$ cat src/rtl/ids_pkg.sv
package ids_pkg;

    // ==========================================================
    // Widths
    // ==========================================================
    localparam int CT_W       = 32;
    localparam int ALT_W      = 8;
    localparam int DATA_W     = 32;
    localparam int MPS_W      = 11;
    localparam int DLY_W      = 16;
    localparam int BURST_W    = 4;
    localparam int FIFO_DEPTH = 32;
    localparam int FIFO_W     = CT_W + DATA_W;

    // ==========================================================
    // Reset values and limits
    // ==========================================================
    localparam logic [ALT_W-1:0]   RST_ALT   = 8'h00;
    localparam logic [MPS_W-1:0]   DEF_MPS   = 11'h400;
    localparam logic [DLY_W-1:0]   DEF_DLY   = 16'h0000;
    localparam logic [BURST_W-1:0] MAX_BURST = 4'h4;
    localparam logic [BURST_W-1:0] BURST_ONE = 4'h1;

    // ==========================================================
    // Request kinds and switch states
    // ==========================================================
    typedef enum logic [1:0] {
        REQ_SET_DS,
        REQ_SET_IF,
        REQ_SET_ATTR
    } ids_req_t;

    typedef enum logic {
        ST_IDLE,
        ST_PENDING
    } ids_state_t;

endpackage

$ cat src/rtl/ids_fifo.sv
`timescale 1ns/100ps
module ids_fifo
    import ids_pkg::*;
#(
    parameter int WIDTH = FIFO_W,
    parameter int DEPTH = FIFO_DEPTH
)
(
    // Clock and reset
    input  wire logic             clk,
    input  wire logic             rst_b,
    input  wire logic             flush,
    // Fill side
    input  wire logic             in_valid,
    input  wire logic [WIDTH-1:0] in_data,
    output wire logic             in_ready,
    // Drain side
    output wire logic             out_valid,
    output wire logic [WIDTH-1:0] out_data,
    input  wire logic             out_ready
);

    localparam int AW = $clog2(DEPTH);

    logic [WIDTH-1:0] mem [DEPTH];
    logic [AW-1:0]    wr_ptr_reg;
    logic [AW-1:0]    rd_ptr_reg;
    logic [AW:0]      count_reg;
    logic [AW:0]      count_next;

    wire logic do_wr;
    wire logic do_rd;

    assign in_ready   = (count_reg != (AW+1)'(DEPTH));
    assign out_valid  = (count_reg != '0);
    assign out_data   = mem[rd_ptr_reg];
    assign do_wr      = in_valid && in_ready;
    assign do_rd      = out_valid && out_ready;
    assign count_next = count_reg + (AW+1)'(do_wr) - (AW+1)'(do_rd);

    always_ff @(posedge clk)
    begin
        if (do_wr)
        begin
            mem[wr_ptr_reg] <= in_data;
        end
    end

    // Flush only follows an ordinary setting change; data in flight is dropped on purpose.
    always_ff @(posedge clk or negedge rst_b)
    begin
        if (!rst_b)
        begin
            wr_ptr_reg <= '0;
            rd_ptr_reg <= '0;
            count_reg  <= '0;
        end
        else if (flush)
        begin
            wr_ptr_reg <= '0;
            rd_ptr_reg <= '0;
            count_reg  <= '0;
        end
        else
        begin
            wr_ptr_reg <= wr_ptr_reg + AW'(do_wr);
            rd_ptr_reg <= rd_ptr_reg + AW'(do_rd);
            count_reg  <= count_next;
        end
    end

endmodule

$ cat src/rtl/ids_switch.sv
// Operation
// - Dynamic switch requests are honoured only while the interface advertises switching.
// - A DS request records a switch time and the alternate setting to follow.
// - One switch time governs every endpoint of the interface.
// - The IN format takes the new setting one cycle after channel time reaches the switch time.
// - The IN side keeps its buffered data when a DS request arrives.
// - Over-the-air IN traffic keeps the current setting until the commit step.
// - OUT data presented after the switch time is tagged with the new setting.
// - OUT data stays buffered; pre-switch data keeps the old setting.
// - After commit, all over-the-air traffic follows the new setting.
// - Set Interface without matching DS acts as an ordinary setting change.
// - A long pending switch keeps its rules and flags buffer trouble.
// - Descriptor reports default packet size; actual size and delay set separately.
// - Bursts of one up to the maximum burst size are accepted.
`timescale 1ns/100ps
module ids_switch
    import ids_pkg::*;
(
    // Clock and reset
    input  wire logic              clk,
    input  wire logic              rst_b,
    // Interface capability and channel time
    input  wire logic              dyn_en,
    input  wire logic [CT_W-1:0]   ch_time,
    // Control requests
    input  wire logic              req_valid,
    input  wire ids_req_t          req_kind,
    input  wire logic [ALT_W-1:0]  req_alt,
    input  wire logic [CT_W-1:0]   req_time,
    input  wire logic [MPS_W-1:0]  req_pkt_size,
    input  wire logic [DLY_W-1:0]  req_delay,
    output wire logic              req_done,
    output wire logic              req_stall,
    // Switch status and over-the-air settings
    output wire logic              switch_pending,
    output wire logic [ALT_W-1:0]  ota_alt,
    output wire logic [ALT_W-1:0]  in_fmt_alt,
    output wire logic [MPS_W-1:0]  desc_mps,
    output wire logic [MPS_W-1:0]  act_mps,
    output wire logic [DLY_W-1:0]  act_delay,
    output wire logic              err_pending,
    // IN buffer status
    input  wire logic              in_buf_ovf,
    // OUT data from the air
    input  wire logic              out_rx_valid,
    input  wire logic [DATA_W-1:0] out_rx_data,
    input  wire logic [CT_W-1:0]   out_rx_ptime,
    output wire logic              out_rx_ready,
    // OUT data to the function
    output wire logic              out_valid,
    output wire logic [DATA_W-1:0] out_data,
    output wire logic [ALT_W-1:0]  out_alt,
    input  wire logic              out_ready,
    // Burst accounting
    input  wire logic              burst_start,
    input  wire logic              burst_pkt,
    output wire logic              burst_err
);

    // ==========================================================
    // State
    // ==========================================================
    ids_state_t        state_reg;
    logic [ALT_W-1:0]  cur_alt_reg;
    logic [ALT_W-1:0]  old_alt_reg;
    logic [ALT_W-1:0]  new_alt_reg;
    logic [CT_W-1:0]   sw_time_reg;
    logic              rec_valid_reg;
    logic              req_done_reg;
    logic              req_stall_reg;
    logic [ALT_W-1:0]  in_fmt_reg;
    logic [MPS_W-1:0]  desc_mps_reg;
    logic [MPS_W-1:0]  act_mps_reg;
    logic [DLY_W-1:0]  act_delay_reg;
    logic              err_reg;
    logic              rx_ready_reg;
    logic              out_valid_reg;
    logic [DATA_W-1:0] out_data_reg;
    logic [ALT_W-1:0]  out_alt_reg;
    logic [BURST_W-1:0] burst_cnt_reg;
    logic [BURST_W-1:0] burst_cnt_next;
    logic              burst_err_reg;

    // ==========================================================
    // Request decode
    // ==========================================================
    wire logic is_ds;
    wire logic is_set;
    wire logic ds_ok;
    wire logic ds_bad;
    wire logic set_dyn;
    wire logic set_ord;
    wire logic set_attr;

    assign is_ds    = req_valid && (req_kind == REQ_SET_DS);
    assign is_set   = req_valid && (req_kind == REQ_SET_IF);
    assign ds_ok    = is_ds && dyn_en;
    assign ds_bad   = is_ds && !dyn_en;
    assign set_dyn  = is_set && (state_reg == ST_PENDING)
                      && (req_alt == new_alt_reg);
    assign set_ord  = is_set && !set_dyn;
    assign set_attr = req_valid && (req_kind == REQ_SET_ATTR);

    // ==========================================================
    // Presentation time compares
    // ==========================================================
    wire logic           ch_after;
    wire logic           head_after;
    wire logic           fifo_out_valid;
    wire logic [FIFO_W-1:0] fifo_out_data;
    wire logic           fifo_in_ready;
    wire logic           fifo_pop;
    wire logic [ALT_W-1:0] ch_alt;
    wire logic [ALT_W-1:0] head_alt;

    ids_time_cmp u_cmp_ch
    (
        .t_now       (ch_time),
        .t_switch    (sw_time_reg),
        .at_or_after (ch_after)
    );

    ids_time_cmp u_cmp_head
    (
        .t_now       (fifo_out_data[FIFO_W-1 -: CT_W]),
        .t_switch    (sw_time_reg),
        .at_or_after (head_after)
    );

    // The record of the last switch outlives the commit so that pre-switch data
    // still queued after commit is interpreted under the old setting.
    assign ch_alt   = (rec_valid_reg && ch_after) ? new_alt_reg : old_alt_reg;
    assign head_alt = (rec_valid_reg && head_after) ? new_alt_reg : old_alt_reg;

    // ==========================================================
    // OUT buffer
    // ==========================================================
    localparam int FILL_W = $clog2(FIFO_DEPTH) + 1;

    wire logic [FILL_W-1:0] fill_next;
    wire logic              rx_accept;
    logic      [FILL_W-1:0] fill_reg;

    ids_fifo #(
        .WIDTH (FIFO_W),
        .DEPTH (FIFO_DEPTH)
    ) u_out_fifo (
        .clk       (clk),
        .rst_b     (rst_b),
        .flush     (set_ord),
        .in_valid  (rx_accept),
        .in_data   ({out_rx_ptime, out_rx_data}),
        .in_ready  (fifo_in_ready),
        .out_valid (fifo_out_valid),
        .out_data  (fifo_out_data),
        .out_ready (fifo_pop)
    );

    assign fifo_pop = fifo_out_valid && (!out_valid_reg || out_ready) && !set_ord;

    // A local copy of the fill level lets ready come straight from a flop and
    // still drop in the very cycle in which the buffer becomes full.
    assign rx_accept = out_rx_valid && rx_ready_reg;
    assign fill_next = set_ord ? '0
                     : fill_reg + FILL_W'(rx_accept) - FILL_W'(fifo_pop);

    always_ff @(posedge clk or negedge rst_b)
    begin
        if (!rst_b)
        begin
            fill_reg <= '0;
        end
        else
        begin
            fill_reg <= fill_next;
        end
    end

    // ==========================================================
    // Switch record
    // ==========================================================
    always_ff @(posedge clk or negedge rst_b)
    begin
        if (!rst_b)
        begin
            state_reg     <= ST_IDLE;
            cur_alt_reg   <= RST_ALT;
            old_alt_reg   <= RST_ALT;
            new_alt_reg   <= RST_ALT;
            sw_time_reg   <= '0;
            rec_valid_reg <= 1'b0;
        end
        else if (ds_ok)
        begin
            state_reg     <= ST_PENDING;
            old_alt_reg   <= cur_alt_reg;
            new_alt_reg   <= req_alt;
            sw_time_reg   <= req_time;
            rec_valid_reg <= 1'b1;
        end
        else if (set_dyn)
        begin
            state_reg     <= ST_IDLE;
            cur_alt_reg   <= req_alt;
        end
        else if (set_ord)
        begin
            state_reg     <= ST_IDLE;
            cur_alt_reg   <= req_alt;
            old_alt_reg   <= req_alt;
            new_alt_reg   <= req_alt;
            rec_valid_reg <= 1'b0;
        end
    end

    // ==========================================================
    // Request answers and endpoint attributes
    // ==========================================================
    always_ff @(posedge clk or negedge rst_b)
    begin
        if (!rst_b)
        begin
            req_done_reg  <= 1'b0;
            req_stall_reg <= 1'b0;
            desc_mps_reg  <= DEF_MPS;
            act_mps_reg   <= DEF_MPS;
            act_delay_reg <= DEF_DLY;
        end
        else
        begin
            req_done_reg  <= req_valid && !ds_bad;
            req_stall_reg <= ds_bad;
            desc_mps_reg  <= DEF_MPS;
            if (set_attr)
            begin
                act_mps_reg   <= req_pkt_size;
                act_delay_reg <= req_delay;
            end
        end
    end

    // ==========================================================
    // Formats and buffer trouble
    // ==========================================================
    always_ff @(posedge clk or negedge rst_b)
    begin
        if (!rst_b)
        begin
            in_fmt_reg   <= RST_ALT;
            err_reg      <= 1'b0;
            rx_ready_reg <= 1'b0;
        end
        else
        begin
            in_fmt_reg   <= ch_alt;
            // Vendor handling may act on this; the switch itself carries on.
            err_reg      <= (state_reg == ST_PENDING)
                            && (in_buf_ovf || !fifo_out_valid);
            rx_ready_reg <= (fill_next != FILL_W'(FIFO_DEPTH));
        end
    end

    // ==========================================================
    // OUT output stage
    // ==========================================================
    always_ff @(posedge clk or negedge rst_b)
    begin
        if (!rst_b)
        begin
            out_valid_reg <= 1'b0;
            out_data_reg  <= '0;
            out_alt_reg   <= RST_ALT;
        end
        else if (set_ord)
        begin
            out_valid_reg <= 1'b0;
        end
        else if (fifo_pop)
        begin
            out_valid_reg <= 1'b1;
            out_data_reg  <= fifo_out_data[DATA_W-1:0];
            out_alt_reg   <= head_alt;
        end
        else if (out_ready)
        begin
            out_valid_reg <= 1'b0;
        end
    end

    // ==========================================================
    // Burst accounting
    // ==========================================================
    // The count stops one past the limit, so a very long burst cannot wrap
    // back into the legal range and hide its later packets.
    assign burst_cnt_next = burst_start ? BURST_ONE
                          : (burst_cnt_reg > MAX_BURST) ? burst_cnt_reg
                          : burst_cnt_reg + BURST_W'(burst_pkt);

    always_ff @(posedge clk or negedge rst_b)
    begin
        if (!rst_b)
        begin
            burst_cnt_reg <= '0;
            burst_err_reg <= 1'b0;
        end
        else
        begin
            burst_cnt_reg <= (burst_start || burst_pkt) ? burst_cnt_next : burst_cnt_reg;
            burst_err_reg <= burst_pkt && !burst_start
                             && (burst_cnt_reg >= MAX_BURST);
        end
    end

    // ==========================================================
    // Outputs
    // ==========================================================
    assign req_done       = req_done_reg;
    assign req_stall      = req_stall_reg;
    assign switch_pending = (state_reg == ST_PENDING);
    assign ota_alt        = cur_alt_reg;
    assign in_fmt_alt     = in_fmt_reg;
    assign desc_mps       = desc_mps_reg;
    assign act_mps        = act_mps_reg;
    assign act_delay      = act_delay_reg;
    assign err_pending    = err_reg;
    assign out_rx_ready   = rx_ready_reg;
    assign out_valid      = out_valid_reg;
    assign out_data       = out_data_reg;
    assign out_alt        = out_alt_reg;
    assign burst_err      = burst_err_reg;
endmodule

$ cat src/rtl/ids_time_cmp.sv
`timescale 1ns/100ps
module ids_time_cmp
    import ids_pkg::*;
(
    // Times to compare
    input  wire logic [CT_W-1:0] t_now,
    input  wire logic [CT_W-1:0] t_switch,
    // Result
    output wire logic            at_or_after
);

    // A signed difference keeps the compare correct across wrap of channel time.
    wire logic [CT_W-1:0] t_diff;

    assign t_diff      = t_now - t_switch;
    assign at_or_after = ~t_diff[CT_W-1];

endmodule

$ cat config.mk
export PLATFORM = sky130hd
export DESIGN_NAME = ids_switch
export DESIGN_NICKNAME = d
export VERILOG_FILES = /design/src/rtl/ids_pkg.sv /design/src/rtl/ids_fifo.sv /design/src/rtl/ids_switch.sv /design/src/rtl/ids_time_cmp.sv
export SDC_FILE = /design/constraint.sdc
export NUM_CORES = 2
export LEC_CHECK = 0
export BUFFER_PORTS_ARGS = -buffer_cell sky130_fd_sc_hd__buf_4
export CAP_MARGIN = 20
export CORE_MARGIN = 5
export CORE_UTILIZATION = 31
export DETAILED_ROUTE_END_ITERATION = 10
export GPL_TIMING_DRIVEN = 0
export HOLD_SLACK_MARGIN = 0.02
export PLACE_DENSITY = 0.51
export SLEW_MARGIN = 40
export SYNTH_ARGS = -nofsm -noshare
export SYNTH_HDL_FRONTEND = slang
export SYNTH_SLANG_ARGS = --single-unit
$ cat constraint.sdc
create_clock -name clk -period 7.6 [get_ports clk]
set_input_delay 0.38 -clock clk [delete_from_list [all_inputs] [get_ports clk]]
set_output_delay 0.38 -clock clk [all_outputs]
set_load 0.1 [all_outputs]
==> run metrics <==
Critical Path RT 8.31 ns; Setup violations, final 0; CTS H-Tree Depth 4; max cap viols 0; r2r startpoint u_out_fifo.rd_ptr_reg[1]$_DFF_PN0_; R2R depth 17; detailed placer's ending HPWL 173 mm; Power Total 37,500 uW; Rows 193; number of I/O port buffers 263; most common cell after layout, fill and taps aside edfxtp_1; IR drop worst, VDD 335 uV; reg-to-reg slack, setup 0.65 ns; area leader, netlist edfxtp_1; Layout Nets 4,944; setup TNS 0 ns; Tot GR Track Use 0.168; post-route ant nets 0; CTS tree done; share of cells above drive strength 1 0.353; Clock Sinks 2,213; final WL 248 mm; synth top area cells edfxtp_1, mux4_2, dfrtp_1; clk buf depth 4; Ports 275; Iter 0 DRT Violations 4,475; top_reg_cell synth edfxtp_1; Worst Setup SP u_out_fifo.rd_ptr_reg[1]$_DFF_PN0_; period utilization 0.914; Clock Latency Late Sink 0.91 ns; die extent in y 538 um; WP depth 17; synthesis-stage register bit count 2,213; antenna violations before repair 27; first-pass GRT wire length 347 mm; Hold WC Path Type primary input to asynchronous set/reset pin; DP Area 0.0982 mm^2; Vias 43,300; root buffer cell clkbuf_16; gpl congestion 0.789; Pwr per Cell Area 351 mW/mm^2; Async S/R FF share, synth 0.0746; synthesized netlist cell count 3,829; Avg WL per Cell 29.0 um; synthesis warning total 0; Seq/Total Area, Yosys 0.760; pin count of the biggest net entering global routing 71; Setup Skew 0.0818 ns; Final WS setup 0.655 ns; Resized cells post-CTS 0; CP delay by family, top buffers and inverters; Die ar. 0.289 mm^2; commonest cells after routing, fill and taps aside edfxtp_1, mux4_2, buf_4; Mapped Avg Cell Area 22.6 um^2; vias in the first global route 44,600; post-route cell area 0.107 mm^2; WP buf/inv 5; Core Box Area 0.277 mm^2; Final Hold Fails 0; Post-CTS Setup Bufs 0; Inserted Clock Buffers 225; area share of the largest cell type after synthesis 0.712; Starting Density 0.312; Crit-path slowest cell clkbuf_1; clk slew on worst S/H paths 0.06 ns; leakage power total 0.0349 uW; Post-Syn Area 0.0864 mm^2; crit-path max cell delay 0.68 ns; EDFF count, synth 2,048; max FFs per register 2,048; Max Slew Vio Count 0; Die W 538 um; hold_buf cts 139; status complete, no violations; RSZ-0062 raised after global routing false; first drt pass iteration count 7; gr ovfl total 0; startpoint types flip-flop; slew margin rel. 0.412; drt via density 5.05; Yosys cell types 68; CP endpoint kind flip-flop; critical-path cell list buf_4 > buf_6 > clkbuf_2 > clkbuf_2 > clkbuf_1 > mux4_2 > mux4_2 > mux2_2 > ha_1 > nand2_1 > nor3_1 > o31ai_1 > a211oi_1 > nor4_2 > o221ai_4 > mux2i_1 > a21oi_1; dpl ws 0.507 ns; CP max FO 11; Residual DRC 0; post-layout min period 6.95 ns; # fillers 24,800; Worst Tran Pin Value 0.883 ns; Area Overhead vs Synth 23.6%; Max Freq 144 MHz; Worst Path Class, Setup flip-flop to flip-flop; Util after Layout 0.385; Worst EP arrival 7.65 ns
==> cell families after synthesis <==
group                      count (synthesis)  share of synthesized area
buffers and inverters                    251                     0.0131
other                                      2                  0.0000869
DFF                                     2213                      0.760
muxes                                    784                      0.184
AOI/OAI and AO/OA                        182                     0.0126
xor gates and xnor gates                  26                    0.00264
and+or+nand+nor                          288                     0.0162
adders and majority gates                 83                     0.0122
==> per-stage QoR <==
| step | hold WS [ns] | cells |
|---|---|---|
| global route | 0.0964 | 8568 |
| CTS | 0.0437 | 8564 |
| global placement | 0.472 | 7806 |
| finish | 0.0806 | 8577 |
| floorplan | 0.0844 | 3838 |
| detailed placement | 0.348 | 8024 |
==> where the power goes <==
| part | switching (uW) | internal (uW) |
|---|---|---|
| Sequential | 287 | 14100 |
| Combinational | 7210 | 5010 |
| Clock | 4660 | 6210 |
| Total | 12200 | 25400 |
==> final timing paths <==
path                                            end
max                          out_alt[3]$_DFFE_PN0P_
min                        act_delay[0]$_DFFE_PN0P_
max reg2reg                  out_alt[3]$_DFFE_PN0P_
min reg2reg                 out_data[6]$_DFFE_PN0P_
max in group asynchronous  out_data[28]$_DFFE_PN0P_
min in group clk              fill_reg[0]$_DFF_PN0_
==> routing by layer <==
| metal | vias to the layer above | share of wire | GRT usage |
|---|---|---|---|
| met4 | 2 | 0.024 | 0.0415 |
| met1 | 23500 | 0.43 | 0.231 |
| li1 | 17800 | - | - |
| met3 | 335 | 0.063 | 0.0282 |
| met5 | - | 0.000052 | 0 |
| met2 | 1568 | 0.49 | 0.280 |
==> cells in the mapped netlist, drive strengths merged (19+ instances only) <==
library cell and number:
nand2 92, dfrtp 164, nor2 80, inv 49, mux2i 75, ha 81, buf 80, nand3 21
edfxtp 2048, nand4 19, mux2 78, mux4 631, o21ai 87, clkbuf 120, a21oi 29
==> final cells by class <==
type | count | area [um^2] | share of cell area
buffer | 201 | 1050 | 0.00986
inverter | 50 | 188 | 0.00176
timing repair buffer | 622 | 8190 | 0.0767
multi-input combinational | 1374 | 19900 | 0.186
tap | 3705 | 4640 | 0.0434
sequential | 2213 | 65600 | 0.615
clock buffer | 294 | 6140 | 0.0575
antenna | 11 | 27.5 | 0.000258
clock inverter | 107 | 992 | 0.00929
(Power assumes the default switching activity.)
